[src/logic/pst_pkg.sv]
package pst_pkg;
  // register byte offsets from the base address window
  localparam logic [7:0] PST_OFS_PORTSC1 = 8'h64;
  localparam logic [7:0] PST_OFS_PORTSC2 = 8'h68;
  localparam logic [7:0] PST_OFS_TUNING  = 8'h6c;
  localparam logic [7:0] PST_PORT_STRIDE = 8'h04;
  // port status field positions
  localparam int PST_BIT_PRESENT  = 0;
  localparam int PST_BIT_CONN_CHG = 1;
  localparam int PST_BIT_ENABLED  = 2;
  localparam int PST_BIT_EN_CHG   = 3;
  // tuning field positions
  localparam int PST_BIT_WMD = 0;
  localparam int PST_BIT_RBD = 1;
  // reset values
  localparam logic [31:0] PST_TUNING_RST = 32'h0000_0000;
  localparam logic        PST_PORT_RST   = 1'b0;
  // watermark levels in bytes, ascending
  localparam int PST_WM_COUNT = 6;
  localparam logic [10:0] PST_WM_LEVEL [PST_WM_COUNT] =
    '{11'h0bf, 11'h0ff, 11'h17f, 11'h1ff, 11'h27f, 11'h2ff};
  // strap synchroniser depth
  localparam int PST_SYNC_STAGES = 2;
endpackage

[src/logic/pst_wm_if.sv]
interface pst_wm_if;
  import pst_pkg::*;
  logic [10:0] pkt_size;
  logic [10:0] fetched;
  logic        wm_off;
  logic        start;
  modport ctrl (output pkt_size, output fetched, output wm_off, input start);
  modport calc (input pkt_size, input fetched, input wm_off, output start);
endinterface

[src/logic/pst_watermark.sv]
module pst_watermark
  import pst_pkg::*;
(
  pst_wm_if.calc wm
);
  logic [10:0] level;
  logic        found;

  // largest level strictly below the packet size; none means wait for the whole packet
  always_comb
  begin
    level = wm.pkt_size;
    found = 1'b0;
    for (int i = 0; i < PST_WM_COUNT; i++)
    begin
      if (PST_WM_LEVEL[i] < wm.pkt_size)
      begin
        level = PST_WM_LEVEL[i];
        found = 1'b1;
      end
    end
    if (wm.wm_off || !found)
    begin
      level = wm.pkt_size;
    end
  end

  // see (RULE15) see (RULE19)
  assign wm.start = (wm.pkt_size != 11'h000) && (wm.fetched >= level);
endmodule

[src/logic/pst_regs.sv]
// Operation
// (RULE1) enable-change sets only when the port is disabled by end-of-frame errors
// (RULE2) writing one clears enable-change; writing zero leaves it alone
// (RULE3) software writes of one to the enabled bit are ignored
// (RULE4) enabled sets only when reset sequence finds a high-speed device
// (RULE5) enabled clears on fault or software zero, once the port really changed
// (RULE6) disabled port blocks downstream traffic except reset signalling
// (RULE7) connect-change sets on every connect change, stays set if already set
// (RULE8) writing one clears connect-change; writing zero leaves it alone
// (RULE9) bit 0 shows the live attach state of the port
// (RULE10) with port power off the four low port bits read zero
// (RULE11) software writes tuning reserved bits with their reset value
// (RULE12) tuning bit 1 set disables ring buffering for IN transfers
// (RULE13) ring buffering starts the next IN packet right after the last one
// (RULE14) tuning bit 0 set disables the OUT watermark feature
// (RULE15) watermark starts OUT packet once fetched bytes reach the watermark level
// (RULE16) strap high forces ring-buffer-disable to read one and stay off
// (RULE17) strap high forces watermark-disable to read one and stay off
// (RULE18) both tuning disable bits load from the strap level at reset
// (RULE19) use largest level below packet size; small packets wait for all data
module pst_regs
  import pst_pkg::*;
#(
  parameter int NUM_PORTS = 2
)
(
  // clock and reset
  input  wire logic                 clk_i,
  input  wire logic                 reset_i,
  // register access
  input  wire logic                 reg_wr_i,
  input  wire logic                 reg_rd_i,
  input  wire logic [7:0]           reg_addr_i,
  input  wire logic [31:0]          reg_wdata_i,
  output logic      [31:0]          reg_rdata_o,
  // port engine status
  input  wire logic [NUM_PORTS-1:0] port_power_i,
  input  wire logic [NUM_PORTS-1:0] connect_present_i,
  input  wire logic [NUM_PORTS-1:0] reset_done_hs_i,
  input  wire logic [NUM_PORTS-1:0] eof_error_i,
  input  wire logic [NUM_PORTS-1:0] fault_i,
  input  wire logic [NUM_PORTS-1:0] port_disabled_ack_i,
  input  wire logic [NUM_PORTS-1:0] data_req_i,
  input  wire logic [NUM_PORTS-1:0] reset_sig_i,
  output logic      [NUM_PORTS-1:0] port_enabled_o,
  output logic      [NUM_PORTS-1:0] disable_req_o,
  output logic      [NUM_PORTS-1:0] data_pass_o,
  // strap pin
  input  wire logic                 tuning_strap_pin_i,
  // transfer engines
  input  wire logic                 in_pkt_done_i,
  output logic                      in_start_o,
  input  wire logic [10:0]          out_pkt_size_i,
  input  wire logic [10:0]          out_fetched_i,
  output logic                      out_start_o,
  output logic                      ring_buffer_disable_o,
  output logic                      watermark_disable_o
);

  ////////////////////////////////////////////////////////////////////////////
  // strap synchroniser and reset capture

  logic [PST_SYNC_STAGES-1:0] strap_sync_r;
  logic [PST_SYNC_STAGES-1:0] strap_sync_nxt;
  logic                       strap;
  logic                       load_pend_r;
  logic                       load_pend_nxt;

  always_comb
  begin
    strap_sync_nxt = {strap_sync_r[PST_SYNC_STAGES-2:0], tuning_strap_pin_i};
    load_pend_nxt  = 1'b0;
  end

  always_ff @(posedge clk_i)
  begin
    strap_sync_r <= strap_sync_nxt;
    if (reset_i)
    begin
      load_pend_r <= 1'b1;
    end
    else
    begin
      load_pend_r <= load_pend_nxt;
    end
  end

  assign strap = strap_sync_r[PST_SYNC_STAGES-1];

  ////////////////////////////////////////////////////////////////////////////
  // system tuning register

  logic [31:0] tuning_r;
  logic [31:0] tuning_nxt;
  logic        tune_wr;

  assign tune_wr = reg_wr_i && (reg_addr_i == PST_OFS_TUNING);

  always_comb
  begin
    tuning_nxt = tuning_r;
    if (load_pend_r)
    begin
      // the strap settles through the synchroniser while reset is held
      tuning_nxt[PST_BIT_RBD] = strap; // see (RULE18)
      tuning_nxt[PST_BIT_WMD] = strap; // see (RULE18)
    end
    else if (tune_wr)
    begin
      tuning_nxt = reg_wdata_i;
    end
  end

  always_ff @(posedge clk_i)
  begin
    if (reset_i)
    begin
      tuning_r <= PST_TUNING_RST;
    end
    else
    begin
      tuning_r <= tuning_nxt;
    end
  end

  assign ring_buffer_disable_o = tuning_r[PST_BIT_RBD] | strap; // see (RULE12) see (RULE16)
  assign watermark_disable_o   = tuning_r[PST_BIT_WMD] | strap; // see (RULE14) see (RULE17)

  ////////////////////////////////////////////////////////////////////////////
  // per-port status and control

  logic [NUM_PORTS-1:0] en_r;
  logic [NUM_PORTS-1:0] en_nxt;
  logic [NUM_PORTS-1:0] en_chg_r;
  logic [NUM_PORTS-1:0] en_chg_nxt;
  logic [NUM_PORTS-1:0] conn_chg_r;
  logic [NUM_PORTS-1:0] conn_chg_nxt;
  logic [NUM_PORTS-1:0] conn_prev_r;
  logic [NUM_PORTS-1:0] dis_req_r;
  logic [NUM_PORTS-1:0] dis_req_nxt;
  logic [NUM_PORTS-1:0] port_wr;
  logic [NUM_PORTS-1:0] port_sel;
  logic [3:0]           port_view [NUM_PORTS];

  genvar p;
  generate
    for (p = 0; p < NUM_PORTS; p++)
    begin : g_port
      assign port_sel[p] = (reg_addr_i == 8'(PST_OFS_PORTSC1 + 8'(p) * PST_PORT_STRIDE));
      assign port_wr[p]  = reg_wr_i && port_sel[p];

      always_comb
      begin
        en_nxt[p]       = en_r[p];
        en_chg_nxt[p]   = en_chg_r[p];
        conn_chg_nxt[p] = conn_chg_r[p];
        dis_req_nxt[p]  = dis_req_r[p];
        // clears first so a same-cycle hardware set wins
        if (port_wr[p] && reg_wdata_i[PST_BIT_EN_CHG])
        begin
          en_chg_nxt[p] = 1'b0; // see (RULE2)
        end
        if (port_wr[p] && reg_wdata_i[PST_BIT_CONN_CHG])
        begin
          conn_chg_nxt[p] = 1'b0; // see (RULE8)
        end
        // software zero asks the port engine to disable; a one is ignored
        if (port_wr[p] && !reg_wdata_i[PST_BIT_ENABLED] && en_r[p])
        begin
          dis_req_nxt[p] = 1'b1; // see (RULE3) see (RULE5)
        end
        if (reset_done_hs_i[p])
        begin
          en_nxt[p]      = 1'b1; // see (RULE4)
          dis_req_nxt[p] = 1'b0;
        end
        else if (en_r[p] && eof_error_i[p])
        begin
          en_nxt[p]      = 1'b0;
          en_chg_nxt[p]  = 1'b1; // see (RULE1)
          dis_req_nxt[p] = 1'b0;
        end
        else if (en_r[p] && (fault_i[p] || (dis_req_r[p] && port_disabled_ack_i[p])))
        begin
          // bit follows the real port state, not the write itself
          en_nxt[p]      = 1'b0; // see (RULE5)
          dis_req_nxt[p] = 1'b0;
        end
        if (connect_present_i[p] != conn_prev_r[p])
        begin
          conn_chg_nxt[p] = 1'b1; // see (RULE7)
        end
        // a vanished device leaves nothing to disable, so drop a pending request too
        if (!connect_present_i[p])
        begin
          en_nxt[p]      = 1'b0;
          dis_req_nxt[p] = 1'b0;
        end
      end

      always_ff @(posedge clk_i)
      begin
        if (reset_i)
        begin
          en_r[p]        <= PST_PORT_RST;
          en_chg_r[p]    <= PST_PORT_RST;
          conn_chg_r[p]  <= PST_PORT_RST;
          conn_prev_r[p] <= PST_PORT_RST;
          dis_req_r[p]   <= PST_PORT_RST;
        end
        else
        begin
          en_r[p]        <= en_nxt[p];
          en_chg_r[p]    <= en_chg_nxt[p];
          conn_chg_r[p]  <= conn_chg_nxt[p];
          conn_prev_r[p] <= connect_present_i[p];
          dis_req_r[p]   <= dis_req_nxt[p];
        end
      end

      // see (RULE6)
      assign data_pass_o[p] = reset_sig_i[p] || (en_r[p] && data_req_i[p]);

      // unpowered port reads all four low bits as zero
      always_comb
      begin
        port_view[p] = 4'h0;
        if (port_power_i[p])
        begin
          port_view[p][PST_BIT_PRESENT]  = connect_present_i[p]; // see (RULE9) see (RULE10)
          port_view[p][PST_BIT_CONN_CHG] = conn_chg_r[p];        // see (RULE10)
          port_view[p][PST_BIT_ENABLED]  = en_r[p];              // see (RULE10)
          port_view[p][PST_BIT_EN_CHG]   = en_chg_r[p];          // see (RULE10)
        end
      end
    end
  endgenerate

  assign port_enabled_o = en_r;
  assign disable_req_o  = dis_req_r;

  ////////////////////////////////////////////////////////////////////////////
  // read mux

  logic [31:0] rdata_r;
  logic [31:0] rdata_nxt;
  logic [31:0] tune_view;

  // the register bits keep the last write; the strap masks what is read and both disable outputs
  always_comb
  begin
    tune_view              = tuning_r;
    tune_view[PST_BIT_RBD] = ring_buffer_disable_o; // see (RULE16)
    tune_view[PST_BIT_WMD] = watermark_disable_o;   // see (RULE17)
  end

  always_comb
  begin
    rdata_nxt = 32'h0000_0000;
    if (reg_rd_i)
    begin
      if (reg_addr_i == PST_OFS_TUNING)
      begin
        rdata_nxt = tune_view;
      end
      for (int i = 0; i < NUM_PORTS; i++)
      begin
        if (port_sel[i])
        begin
          rdata_nxt[PST_BIT_EN_CHG:PST_BIT_PRESENT] = port_view[i]; // see (RULE10)
        end
      end
    end
  end

  always_ff @(posedge clk_i)
  begin
    if (reset_i)
    begin
      rdata_r <= 32'h0000_0000;
    end
    else
    begin
      rdata_r <= rdata_nxt;
    end
  end

  assign reg_rdata_o = rdata_r;

  ////////////////////////////////////////////////////////////////////////////
  // throughput helpers

  // ring buffering: next IN request right on completion of the previous one
  assign in_start_o = in_pkt_done_i && !ring_buffer_disable_o; // see (RULE13)

  pst_wm_if wm_bus ();

  assign wm_bus.pkt_size = out_pkt_size_i;
  assign wm_bus.fetched  = out_fetched_i;
  assign wm_bus.wm_off   = watermark_disable_o;

  pst_watermark u_wm (
    .wm (wm_bus.calc)
  );

  assign out_start_o = wm_bus.start; // see (RULE15)

endmodule

[config.mk]
export PLATFORM = sky130hd
export DESIGN_NAME = pst_regs
export DESIGN_NICKNAME = d
export VERILOG_FILES = /design/src/logic/pst_pkg.sv /design/src/logic/pst_wm_if.sv /design/src/logic/pst_watermark.sv /design/src/logic/pst_regs.sv
export SDC_FILE = /design/constraint.sdc
export NUM_CORES = 1
export LEC_CHECK = 0
export BUFFER_PORTS_ARGS = -buffer_cell sky130_fd_sc_hd__buf_2
export CORE_UTILIZATION = 29
export DETAILED_ROUTE_END_ITERATION = 12
export PLACE_DENSITY = 0.5
export SYNTH_ARGS = -nofsm -noshare
export SYNTH_HDL_FRONTEND = slang
export SYNTH_SLANG_ARGS = --single-unit
[constraint.sdc]
create_clock -name clk_i -period 3.2 [get_ports clk_i]
set_input_delay 0.64 -clock clk_i [delete_from_list [all_inputs] [get_ports clk_i]]
set_output_delay 0.64 -clock clk_i [all_outputs]
set_load 0.005 [all_outputs]
# [After elaboration in Yosys (flattened, before gate mapping)]
# Cells that the tools add are included.
[word_totals] ff_bits=77 latchBits=0 mem_bits_rw=0 mem_bits_ro=0 input_bits=84 output_inout_bits=42 word_cells=114 mem_count=0
[op_classes] n_addsub=0 n_mul=0 div_mod_pow=0 order_cmp=7 n_eq_ne=5 shifts=0 muxes=37 bitwise=7 reduce_logical=42
[op_table] op="$mux 11" count=7
[op_table] op="$eq 8x7->1 const B" count=3
[op_table] op="$mux 1" count=23
[op_table] op="$lt 10x11->1 const A" count=2
[op_table] op="$lt 8x11->1 const A" count=2
[op_table] op="$lt 9x11->1 const A" count=2
[op_table] op="$logic_and 1x1->1" count=21
[op_table] op="$mux 4" count=5
[op_table] op="$ge 11x11->1" count=1
[op_table] op="$reduce_bool 11->1" count=1
[op_table] op="$reduce_or 5->1" count=2
[op_table] op="$reduce_bool 2->1" count=3
[op_table] op="$reduce_bool 3->1" count=2
[op_table] op="$reduce_or 2->1" count=3
[op_table] op="$logic_or 1x1->1" count=5
[op_table] op="$not 1->1" count=5
[op_table] op="$mux 2" count=2
[op_table] op="$logic_not 1->1" count=3
[op_table] op="$reduce_or 3->1" count=1
[op_table] op="$ne 1x1->1" count=2
[op_table] op="$or 1x1->1" count=2
[op_table] op="$reduce_and 2->1" count=1

# [Longest topological paths before layout]
# Gate-level depths: netlist of run 1.
[logic_depth] word_depth=12 mapped_depth=9 mapped_depth_nobuf=9

# [By module]
# A second synthesis of run 1 with hierarchy kept.
[unflattened] hier_cells=345 hier_area_um2=3419.5
[modules_own_cells] mod="pst_regs" n_inst=1 cells_each=288 area_per_inst_um2=3039.2 seq_area_each_um2=1541.5
[modules_own_cells] mod="pst_watermark" n_inst=1 cells_each=57 area_per_inst_um2=380.4 seq_area_each_um2=0.0

# [Worst setup path after synthesis of run 1]
# No wires, ideal clock.
[synth_timing] kind="register to output" start="register strap_sync_r[1]" end="output out_start_o" t_arrival_ns=2.100 required_ns=2.560 setup_slack_ns=0.460 stages_incl_launch_ff=10 n_path_buf=0 cell_sequence="dfxtp_1 > nor2_1 > inv_1 > a21oi_1 > nor2_1 > ha_1 > a21o_1 > a221o_1 > a31oi_1 > o21ai_0"
[synth_via] elab_chain_cells=5
[synth_lines] element="start, declared" line_no="pst_regs.sv:63" source="logic [PST_SYNC_STAGES-1:0] strap_sync_r;"
[synth_lines] element="start signal, assigned" line_no="pst_regs.sv:77" source="strap_sync_r <= strap_sync_nxt;"
[synth_lines] element="$or 1x1->1" line_no="pst_regs.sv:127" source="assign watermark_disable_o = tuning_r[PST_BIT_WMD] | strap;"
[synth_lines] element="net watermark_disable_o" line_no="pst_regs.sv:57" source="output logic watermark_disable_o"
[synth_lines] element="$logic_or 1x1->1" line_no="pst_watermark.sv:22" source="if (wm.wm_off || !found)"
[synth_lines] element="$mux 11" line_no="pst_watermark.sv:22"
[synth_lines] element="$ge 11x11->1" line_no="pst_watermark.sv:29" source="assign wm.start = (wm.pkt_size != 11'h000) && (wm.fetched >= level);"
[synth_lines] element="$logic_and 1x1->1" line_no="pst_watermark.sv:29"
[synth_lines] element="end, declared" line_no="pst_regs.sv:55" source="output logic out_start_o,"
# The timed path passes the listed nets, and every way through them passes these cells.

# [Worst setup path in the final report of run 1]
[layout_timing] start="input out_pkt_size_i[10]" end="output out_start_o"
[layout_via] elab_chain_cells=12 word_cells_on_any_way=24 classes_between="7 x order compare; 13 x mux; 4 x reduce/logical"
[layout_lines] element="start, declared" line_no="pst_regs.sv:53" source="input wire logic [10:0] out_pkt_size_i,"
[layout_lines] element="$lt 8x11->1" line_no="pst_watermark.sv:16" source="if (PST_WM_LEVEL[i] < wm.pkt_size)"
[layout_lines] element="$mux 1 (6 in series)" line_no="pst_watermark.sv:16"
[layout_lines] element="$logic_not 1->1" line_no="pst_watermark.sv:22"
[layout_lines] element="$logic_or 1x1->1" line_no="pst_watermark.sv:22"
[layout_lines] element="$mux 11" line_no="pst_watermark.sv:22"
[layout_lines] element="$ge 11x11->1" line_no="pst_watermark.sv:29"
[layout_lines] element="$logic_and 1x1->1 (*)" line_no="pst_watermark.sv:29"
# Mark *: on every way between the ends. The rest lies on a longest branch, timed or not.

==> impl_metrics.py, run 1 <==
metrics = {
    "logic_synthesis": {
        "synth_edf_count": 0,
        "seq_area_frac_synth_pct": 51.4,
        "yosys_warnings": 0,
        "ys_ff_latch": 77,
        "synth_top_area_share_pct": 51.4,
        "yosysUniqueCellTypes": 38,
        "synth_most_common_cell": "dfxtp_1",
        "synth_top_area_cell": "dfxtp_1",
        "syn_nets": 438,
        "ys_top_cells_by_area": "dfxtp_1 (51%), nand2_1 (9.3%), a21oi_1 (6.8%), and2_1 (5.8%), ha_1 (4.6%)",
        "synthArstFlopShare_pct": 0,
        "netlist_area_um2": 3000,
        "avgSynthCellArea_um2": 8.75,
        "synth-main-ff-cell": "dfxtp_1",
        "synth_cells": 343,
        "synth_common_cells": "dfxtp_1 (77), nand2_1 (74), a21oi_1 (41), and2_1 (28), nor2_1 (21)",
    },
    "global_route": {
        "grt_max_degree": 41,
        "grt_pass1_wl_mm": 12.6,
        "grt_pass1_vias": 2668,
        "grt.overflow.total": 0,
        "grt.total_usage_pct": 14.8,
        "antenna_found_initial": 0,
    },
    "sta": {
        "period_needed_ns": 3.02,
        "tightest_slew_ns": 0.454,
        "maxSlewViolCount": 0,
        "setup_ws_ns": 0.180,
        "fin_skew_ns": 0.00863,
        "final_hold_viol_count": 0,
        "rsz0062_at_grt": "false",
        "setup_viol": 0,
        "slew_headroom_pct": 69.8,
        "finalCritPeriodShare_pct": 94.4,
        "fmax_mhz": 331,
    },
    "setup_path": {
        "cp_cell_sequence": "buf_2 > nor3_4 > a21oi_4 > nor2_2 > ha_1 > a21o_1 > a221o_1 > a31oi_2 > o21ai_1 > buf_2",
        "timing_worst_setup_path_type": "in -> out",
        "cp.arrival_ns": 2.38,
        "path_delay_family": "compound AO/OA/AOI/OAI gates",
        "max_stage_delay_ns": 0.35,
        "cp.required_ns": 2.56,
        "worstPathMaxFanout": 6,
        "timing.critical_path.mode_cell": "buf_2",
        "end_kind": "primary output",
        "cp-start-kind": "primary input",
        "crit_buf_inv": 2,
        "slowest_stage": "a221o_1",
    },
    "place": {
        "pre_cts_slack_ns": -0.0263,
        "gp_congestion": 0.733,
        "port_buffers": 125,
        "hpwlAfterDp_mm": 5.59,
        "dp_cells": 591,
    },
    "cells_and_area": {
        "finalNonFillerCells": 607,
        "insertedDiodeCount": 0,
        "fill_cells": 1064,
        "layout-drive-gt1-share_pct": 32.9,
        "nets": 564,
        "syn_to_final_growth_pct": 32.3,
        "post-route-util_pct": 40.1,
    },
    "cts": {
        "clk_pin_slew_ns": 0.07,
        "cts_root_buf": "clkbuf_8",
        "cts_tree": "built",
        "postCtsSetupBuffers": 0,
        "cts.sinks": 77,
        "postCtsHoldBufs": 0,
        "clkLatencyLatePin_ns": 0.34,
        "cts_max_level": 3,
        "clock_path_buffers": 2,
        "cts_buffers": 9,
    },
    "route": {
        "drt-total-wl_mm": 7.75,
        "drt_iter0_markers": 92,
        "ant_nets": 0,
        "drt-pass1-iter-count": 4,
        "routed-via-count": 2743,
        "wl_per_cell_um": 12.8,
        "via_per_inst": 4.52,
        "drc": 0,
    },
    "floorplanning": {
        "die_x_um": 104,
        "start_util_pct": 30.3,
        "core_area_um2": 9910,
        "ios": 126,
        "die_y_um": 104,
        "row_count": 36,
        "die_area_um2": 10800,
    },
    "power": {
        "p_per_area_nw_per_um2": 459,
        "power.leakage_nw": 1.81,
        "ir_drop_mv": 0.153,
    },
    "run": {
        "maxCapViolCount": 0,
    },
    "min_path": {
        "min_path_type": "reg -> reg",
    },
    "outcome": {
        "status": "complete, no violations",
    },
}
[placed cells by master (no fill, tap or decap), drive strengths merged, types with 4 or more instances in the layout]
cell,Yosys,routed
dfxtp,77,77
nor2,21,21
nor2b,5,5
nand2,74,74
inv,11,12
buf,4,130
clkbuf,11,11
nor3,4,4
and2,28,28
a21oi,41,41
a211oi,4,4
o21ai,8,8
a22oi,5,5
ha,11,11
[where the power goes]
group	total (mW)	internal, mW	switching [mW]
Combinational	0.167	0.0820	0.0851
Clock	0.683	0.324	0.359
Sequential	0.973	0.966	0.00654
[kinds of logic after synthesis]
logic type / Yosys count / synth area share, %
buf+inv: 26 / 4.00
flops: 77 / 51.4
xor+xnor: 3 / 0.876
mux: 2 / 0.667
simple gates: 153 / 24.5
compound gates: 71 / 14.0
fa+ha+maj: 11 / 4.59
[area by class of cell]
cell class | instances | area, µm² | area share, %
clock buffers | 11 | 151 | 3.81
clock inverters | 5 | 33.8 | 0.851
inverters | 11 | 41.3 | 1.04
multi-input cells | 240 | 1370 | 34.6
flip-flops and latches | 77 | 1540 | 38.8
well taps | 133 | 166 | 4.19
repair buffers | 130 | 663 | 16.7
[final timing paths]
| path | start | depth (start not counted) | end | slack [ns] |
|---|---|---|---|---|
| worst max-delay path | out_pkt_size_i[10] | 10 | out_start_o | 0.18 |
| worst min-delay path | strap_sync_r[0] | 0 | strap_sync_r[1] | 0.33 |
| worst max register to register | load_pend_r | 5 | tuning_r[29] | 1.59 |
| worst min register to register | strap_sync_r[0] | 0 | strap_sync_r[1] | 0.33 |
[metal layers]
metal	wire, µm	track usage, %	part of all wire (%)
met1	3650	17.9	47
met4	87	7.35	1.1
met3	480	3.90	6.2
met2	3530	24.2	46
met5	0	0	0
[metrics by stage]
step                TNS (ns)  hold WS (ns)  total power, mW  area, µm²
CTS                        0         0.337             1.85       3950
floorplan                  0         0.310             1.07       3000
global placement           0         0.313             1.15       3750
detailed placement   -0.0263         0.319             1.16       3750
finish                     0         0.333             1.82       3970
global route               0         0.348             1.92       3970
[state kept, by name (all words and copies together) (netlist names)]
name,count
port_enabled_o,2
load_pend_r,1
reg_rdata_o,32
disable_req_o,2
en_chg_r,2
conn_prev_r,2
tuning_r,32
strap_sync_r,2
conn_chg_r,2
[what timing repair did]
action                     CTS  global route
setup endpoints to repair    1             1
resized for setup            2             7
pin swaps                    0             1
No activity file was read; power rests on OpenSTA's default activity.
==> run 2, diff against run 1 <==
- PLACE_DENSITY: 0.5 -> 0.52
- clock period: 3.2 -> 2.7 ns (I/O delays scaled with it)
==> run 2 against run 1 <==
Against the previous run: the run now ends with setup timing left; cell count increased by 2.5%; worst hold slack got worse by 0.039 ns; via count about the same; non-clock buffer count increased by 15; flip-flop and latch count unchanged; critical path depth increased by 1; register-to-register slack got worse by 0.24 ns; largest cell class unchanged; largest power group unchanged.
==> impl_metrics.py, run 2 (synthesis results as in run 1) <==
metrics = {
    "route": {
        "ant_nets": 0,
        "drt-total-wl_mm": 7.45,
        "drc": 0,
        "routed-via-count": 2741,
        "via_per_inst": 4.41,
        "wl_per_cell_um": 12.0,
        "drt_iter0_markers": 88,
        "drt-pass1-iter-count": 4,
    },
    "sta": {
        "fin_skew_ns": 0.00864,
        "final_hold_viol_count": 0,
        "setup_ws_ns": -0.147,
        "finalCritPeriodShare_pct": 105,
        "tightest_slew_ns": 0.424,
        "tns_ns": -0.147,
        "rsz0062_at_grt": "true",
        "fmax_mhz": 351,
        "period_needed_ns": 2.85,
        "slew_headroom_pct": 71.7,
        "setup_viol": 1,
        "maxSlewViolCount": 0,
    },
    "place": {
        "hpwlAfterDp_mm": 5.57,
        "pre_cts_slack_ns": -0.245,
        "gp_congestion": 0.754,
        "port_buffers": 125,
    },
    "setup_path": {
        "crit_buf_inv": 3,
        "cp.required_ns": 2.16,
        "slowest_stage": "a221o_1",
        "cp.arrival_ns": 2.31,
        "reg2reg_slack_ns": 1.35,
        "timing_worst_setup_path_type": "in -> out",
        "path_delay_family": "compound AO/OA/AOI/OAI gates",
        "timing.critical_path.mode_cell": "buf_2",
        "max_stage_delay_ns": 0.28,
        "r2r-end": "tuning_r[0]",
        "end_kind": "primary output",
        "r2r_start": "load_pend_r",
        "worstPathMaxFanout": 2,
        "cp-start-kind": "primary input",
        "cp_cell_sequence": "buf_2 > nor3_4 > buf_6 > nor2_4 > a21oi_2 > ha_1 > and3_4 > a221o_1 > a31oi_1 > o21ai_1 > buf_2",
        "rr_worst_depth": 5,
    },
    "cts": {
        "cts_root_buf": "clkbuf_8",
        "cts_buffers": 9,
        "cts_tree": "built",
        "cts.sinks": 77,
        "clk_pin_slew_ns": 0.08,
        "clkLatencyLatePin_ns": 0.35,
        "cts_max_level": 3,
        "clock_path_buffers": 2,
    },
    "cells_and_area": {
        "layout-drive-gt1-share_pct": 35.6,
        "final_cell_mix": "buf_2 (124), dfxtp_1 (75), nand2_1 (74)",
        "nets": 579,
        "layout_commonest_cell": "buf_2",
        "fill_cells": 1003,
        "insertedDiodeCount": 0,
        "syn_to_final_growth_pct": 36.9,
    },
    "min_path": {
        "worstHoldPathCells": 1,
        "holdPathEnd": "strap_sync_r[0]",
        "min_path_type": "in -> reg",
        "hp-start": "tuning_strap_pin_i",
    },
    "power": {
        "p_per_area_nw_per_um2": 529,
        "p_sw_share_pct": 26.1,
        "power.leakage_nw": 1.89,
        "ir_drop_mv": 0.213,
        "cellInternalPower_mw": 1.61,
        "switching_power_uw": 568,
        "seqPwrFrac_pct": 53.0,
        "finalPower_mw": 2.17,
        "clkPwrFrac_pct": 37.0,
        "combPwrFrac_pct": 10.0,
    },
    "floorplanning": {
        "start_util_pct": 30.3,
        "ios": 126,
        "core_area_um2": 9910,
        "die_y_um": 104,
        "die_x_um": 104,
        "row_count": 36,
        "die_area_um2": 10800,
    },
    "outcome": {
        "status": "finished with violations",
        "violations": "setup timing",
    },
    "global_route": {
        "grt_pass1_wl_mm": 12.1,
        "grt_max_degree": 41,
        "grt.total_usage_pct": 14.1,
        "grt.overflow.total": 0,
        "antenna_found_initial": 0,
        "grt_pass1_vias": 2657,
    },
    "run": {
        "maxCapViolCount": 0,
    },
}
run 2: metal layers:
metal  vias to the layer above  track usage, %  routed length (µm)
met5                         -               0                   0
met4                         0            6.43                  78
met3                         9            3.40                 411
met2                        86            24.9                3540
met1                      1217            16.1                3420
li1                       1429               -                   -
run 2: area by class of cell:
class | count | area [µm²] | area share (%)
clock buffers | 9 | 124 | 3.01
inverters | 11 | 41.3 | 1.00
clock inverters | 7 | 58.8 | 1.43
flip-flops and latches | 77 | 1540 | 37.6
repair buffers | 145 | 790 | 19.2
well taps | 133 | 166 | 4.05
multi-input cells | 240 | 1390 | 33.7
run 2: stage by stage:
step / hold WS, ns / utilization [%] / instance area (µm²) / cells
detailed placement: 0.316 / 38.7 / 3830 / 602
floorplan: 0.310 / - / 3000 / 343
CTS: 0.272 / 41.3 / 4090 / 621
global route: 0.273 / 41.5 / 4110 / 622
global placement: 0.315 / 38.7 / 3830 / 602
finish: 0.293 / 41.5 / 4110 / 622
run 2: worst max path at each step:
stage                  endpoint               from  cells past startpoint  slack, ns
floorplan           out_start_o    strap_sync_r[1]                      9       0.06
CTS                 out_start_o    strap_sync_r[1]                     10      -0.16
detailed placement  out_start_o  out_pkt_size_i[9]                     10      -0.25
global route        out_start_o  out_pkt_size_i[8]                     11      -0.24
global placement    out_start_o  out_pkt_size_i[9]                     10      -0.18
finish              out_start_o  out_pkt_size_i[8]                     11      -0.15
run 2: what timing repair did:
action                                  CTS  global route
pin swaps                                 7             7
setup buffers                             3             1
gates resized for setup                  14             4
endpoints found under the setup margin    1             1
endpoints found under the hold margin     0             0
hold buffers                              0             0
run 2: power by group through the flow:
stage / Clock, mW / Combinational (mW) / Sequential, mW
2_1_floorplan: 0 / 0.0864 / 1.18
3_3_place_gp: 0 / 0.197 / 1.18
3_5_place_dp: 0 / 0.200 / 1.18
4_1_cts: 0.831 / 0.217 / 1.15
5_1_grt: 0.878 / 0.245 / 1.15
6_report: 0.804 / 0.217 / 1.15
==> run 3, diff against run 2 <==
- GPL_TIMING_DRIVEN: default -> 0
==> run 3 against run 2 <==
Against the previous run: the run still ends with setup timing left; combinational power down 4%; die area stayed put; via count decreased by 0.36%; fmax grew 1.5%; flip-flop and latch count is the same; global-route usage down 0.15 points; worst hold slack improved by 0.0087 ns; cell count rose by 0.32%; non-clock buffer count up 2; sequential share of layout area grew 0.21 points; total power rose by 2.2%; sequential power hardly changed.
==> impl_metrics.py, run 3 (synthesis results as in run 1) <==
metrics = {
    "outcome": {
        "status": "finished with violations",
        "violations": "setup timing",
    },
    "place": {
        "gp_congestion": 0.733,
        "place_area_um2": 3790,
        "hpwlAfterDp_mm": 5.70,
        "port_buffers": 125,
    },
    "route": {
        "drt-pass1-iter-count": 4,
        "via_per_inst": 4.38,
        "drc": 0,
        "drt_iter0_markers": 94,
        "drt-total-wl_mm": 7.41,
        "wl_per_cell_um": 11.9,
        "ant_nets": 0,
        "routed-via-count": 2731,
    },
    "global_route": {
        "grt.total_usage_pct": 14.0,
        "grt_pass1_wl_mm": 12.0,
        "grt.overflow.total": 0,
        "grt_pass1_vias": 2575,
        "grt_max_degree": 15,
        "antenna_found_initial": 1,
    },
    "sta": {
        "hold_ws_ns": 0.302,
        "maxSlewViolCount": 0,
        "finalCritPeriodShare_pct": 104,
        "setup_ws_ns": -0.105,
        "period_needed_ns": 2.80,
        "rsz0062_at_grt": "true",
        "tightest_slew_ns": 0.496,
        "slew_headroom_pct": 66.9,
        "fin_skew_ns": 0.00988,
        "fmax_mhz": 357,
        "final_hold_viol_count": 0,
        "setup_viol": 1,
    },
    "cts": {
        "cts_tree": "built",
        "cts.sinks": 77,
        "cts_root_buf": "clkbuf_8",
        "clk_pin_slew_ns": 0.08,
        "cts_buffers": 9,
        "cts_max_level": 3,
        "clock_path_buffers": 2,
        "clkLatencyLatePin_ns": 0.34,
    },
    "setup_path": {
        "cp-start-kind": "register",
        "end_kind": "primary output",
        "reg2reg_slack_ns": 1.09,
        "cp.arrival_ns": 2.26,
        "timing_worst_setup_path_type": "reg -> out",
        "worstPathMaxFanout": 6,
        "cp.required_ns": 2.16,
    },
    "cells_and_area": {
        "syn_to_final_growth_pct": 36.4,
        "nets": 581,
        "layout-drive-gt1-share_pct": 33.4,
        "fin_area_um2": 4090,
        "layout_commonest_cell": "buf_2",
        "insertedDiodeCount": 0,
        "final_cell_mix": "buf_2 (125), dfxtp_1 (75), nand2_1 (74)",
        "post-route-util_pct": 41.3,
    },
    "power": {
        "cellInternalPower_mw": 1.68,
        "power.leakage_nw": 1.87,
        "p_per_area_nw_per_um2": 543,
        "seqPwrFrac_pct": 51.9,
        "switching_power_uw": 540,
        "clkPwrFrac_pct": 38.7,
        "combPwrFrac_pct": 9.4,
        "p_sw_share_pct": 24.3,
        "ir_drop_mv": 0.184,
        "finalPower_mw": 2.22,
    },
    "floorplanning": {
        "core_area_um2": 9910,
        "die_area_um2": 10800,
        "ios": 126,
        "row_count": 36,
        "die_y_um": 104,
        "die_x_um": 104,
        "start_util_pct": 30.3,
    },
    "run": {
        "maxCapViolCount": 0,
    },
    "min_path": {
        "min_path_type": "in -> reg",
    },
}
run 3: routing by layer:
metal / vias to the layer above / routed length, µm / track usage [%]
met5: - / 10 / 0
met2: 84 / 3420 / 23.4
li1: 1434 / - / -
met4: 2 / 74 / 4.90
met3: 9 / 487 / 4.59
met1: 1202 / 3410 / 16.7
run 3: critical path: stages, from the launching register on:
cell and delay, ns:
dfxtp_2 0.34, nor2_4 0.14, buf_6 0.13, nand2_1 0.06
a21oi_2 0.15, ha_1 0.26, and3_4 0.16, a221o_1 0.28
a31oi_1 0.19, o21ai_1 0.08, buf_2 0.12
run 3: final timing paths:
kind                                          from         endpoint  cells past startpoint
worst max-delay path                   tuning_r[0]      out_start_o                     10
worst min-delay path            tuning_strap_pin_i  strap_sync_r[0]                      1
worst min register to register     strap_sync_r[0]  strap_sync_r[1]                      0
worst max register to register         load_pend_r      tuning_r[0]                      4
run 3: power groups by stage:
stage | clock network, mW | logic (mW) | registers, mW
floorplan | 0 | 0.0864 | 1.18
CTS | 0.888 | 0.208 | 1.15
detailed placement | 0 | 0.189 | 1.18
global route | 0.940 | 0.237 | 1.15
global placement | 0 | 0.186 | 1.18
finish | 0.860 | 0.209 | 1.15
run 3: area by class of cell:
class                      count  area (µm²)
buffer                        15        78.8
timing repair buffer         132         682
multi-input combinational    240        1380
clock inverter                 7        73.8
inverter                      11        43.8
tap                          133         166
sequential                    77        1550
clock buffer                   9         124
fill                        1046        5820
run 3: through the flow:
step                      TNS [ns]  setup slack, ns  std cells
after detailed placement    -0.410           -0.410        601
after CTS                   -0.153           -0.153        623
after global routing        -0.236           -0.236        624
after floorplan                  0           0.0604        343
after global placement      -0.402           -0.402        601
final                       -0.105           -0.105        624
run 3: repair_timing:
action | CTS | global route
setup buffers | 6 | 1
setup endpoints to repair | 1 | 1
pin swaps | 7 | 3
hold buffers | 0 | 0
resized for setup | 13 | 2
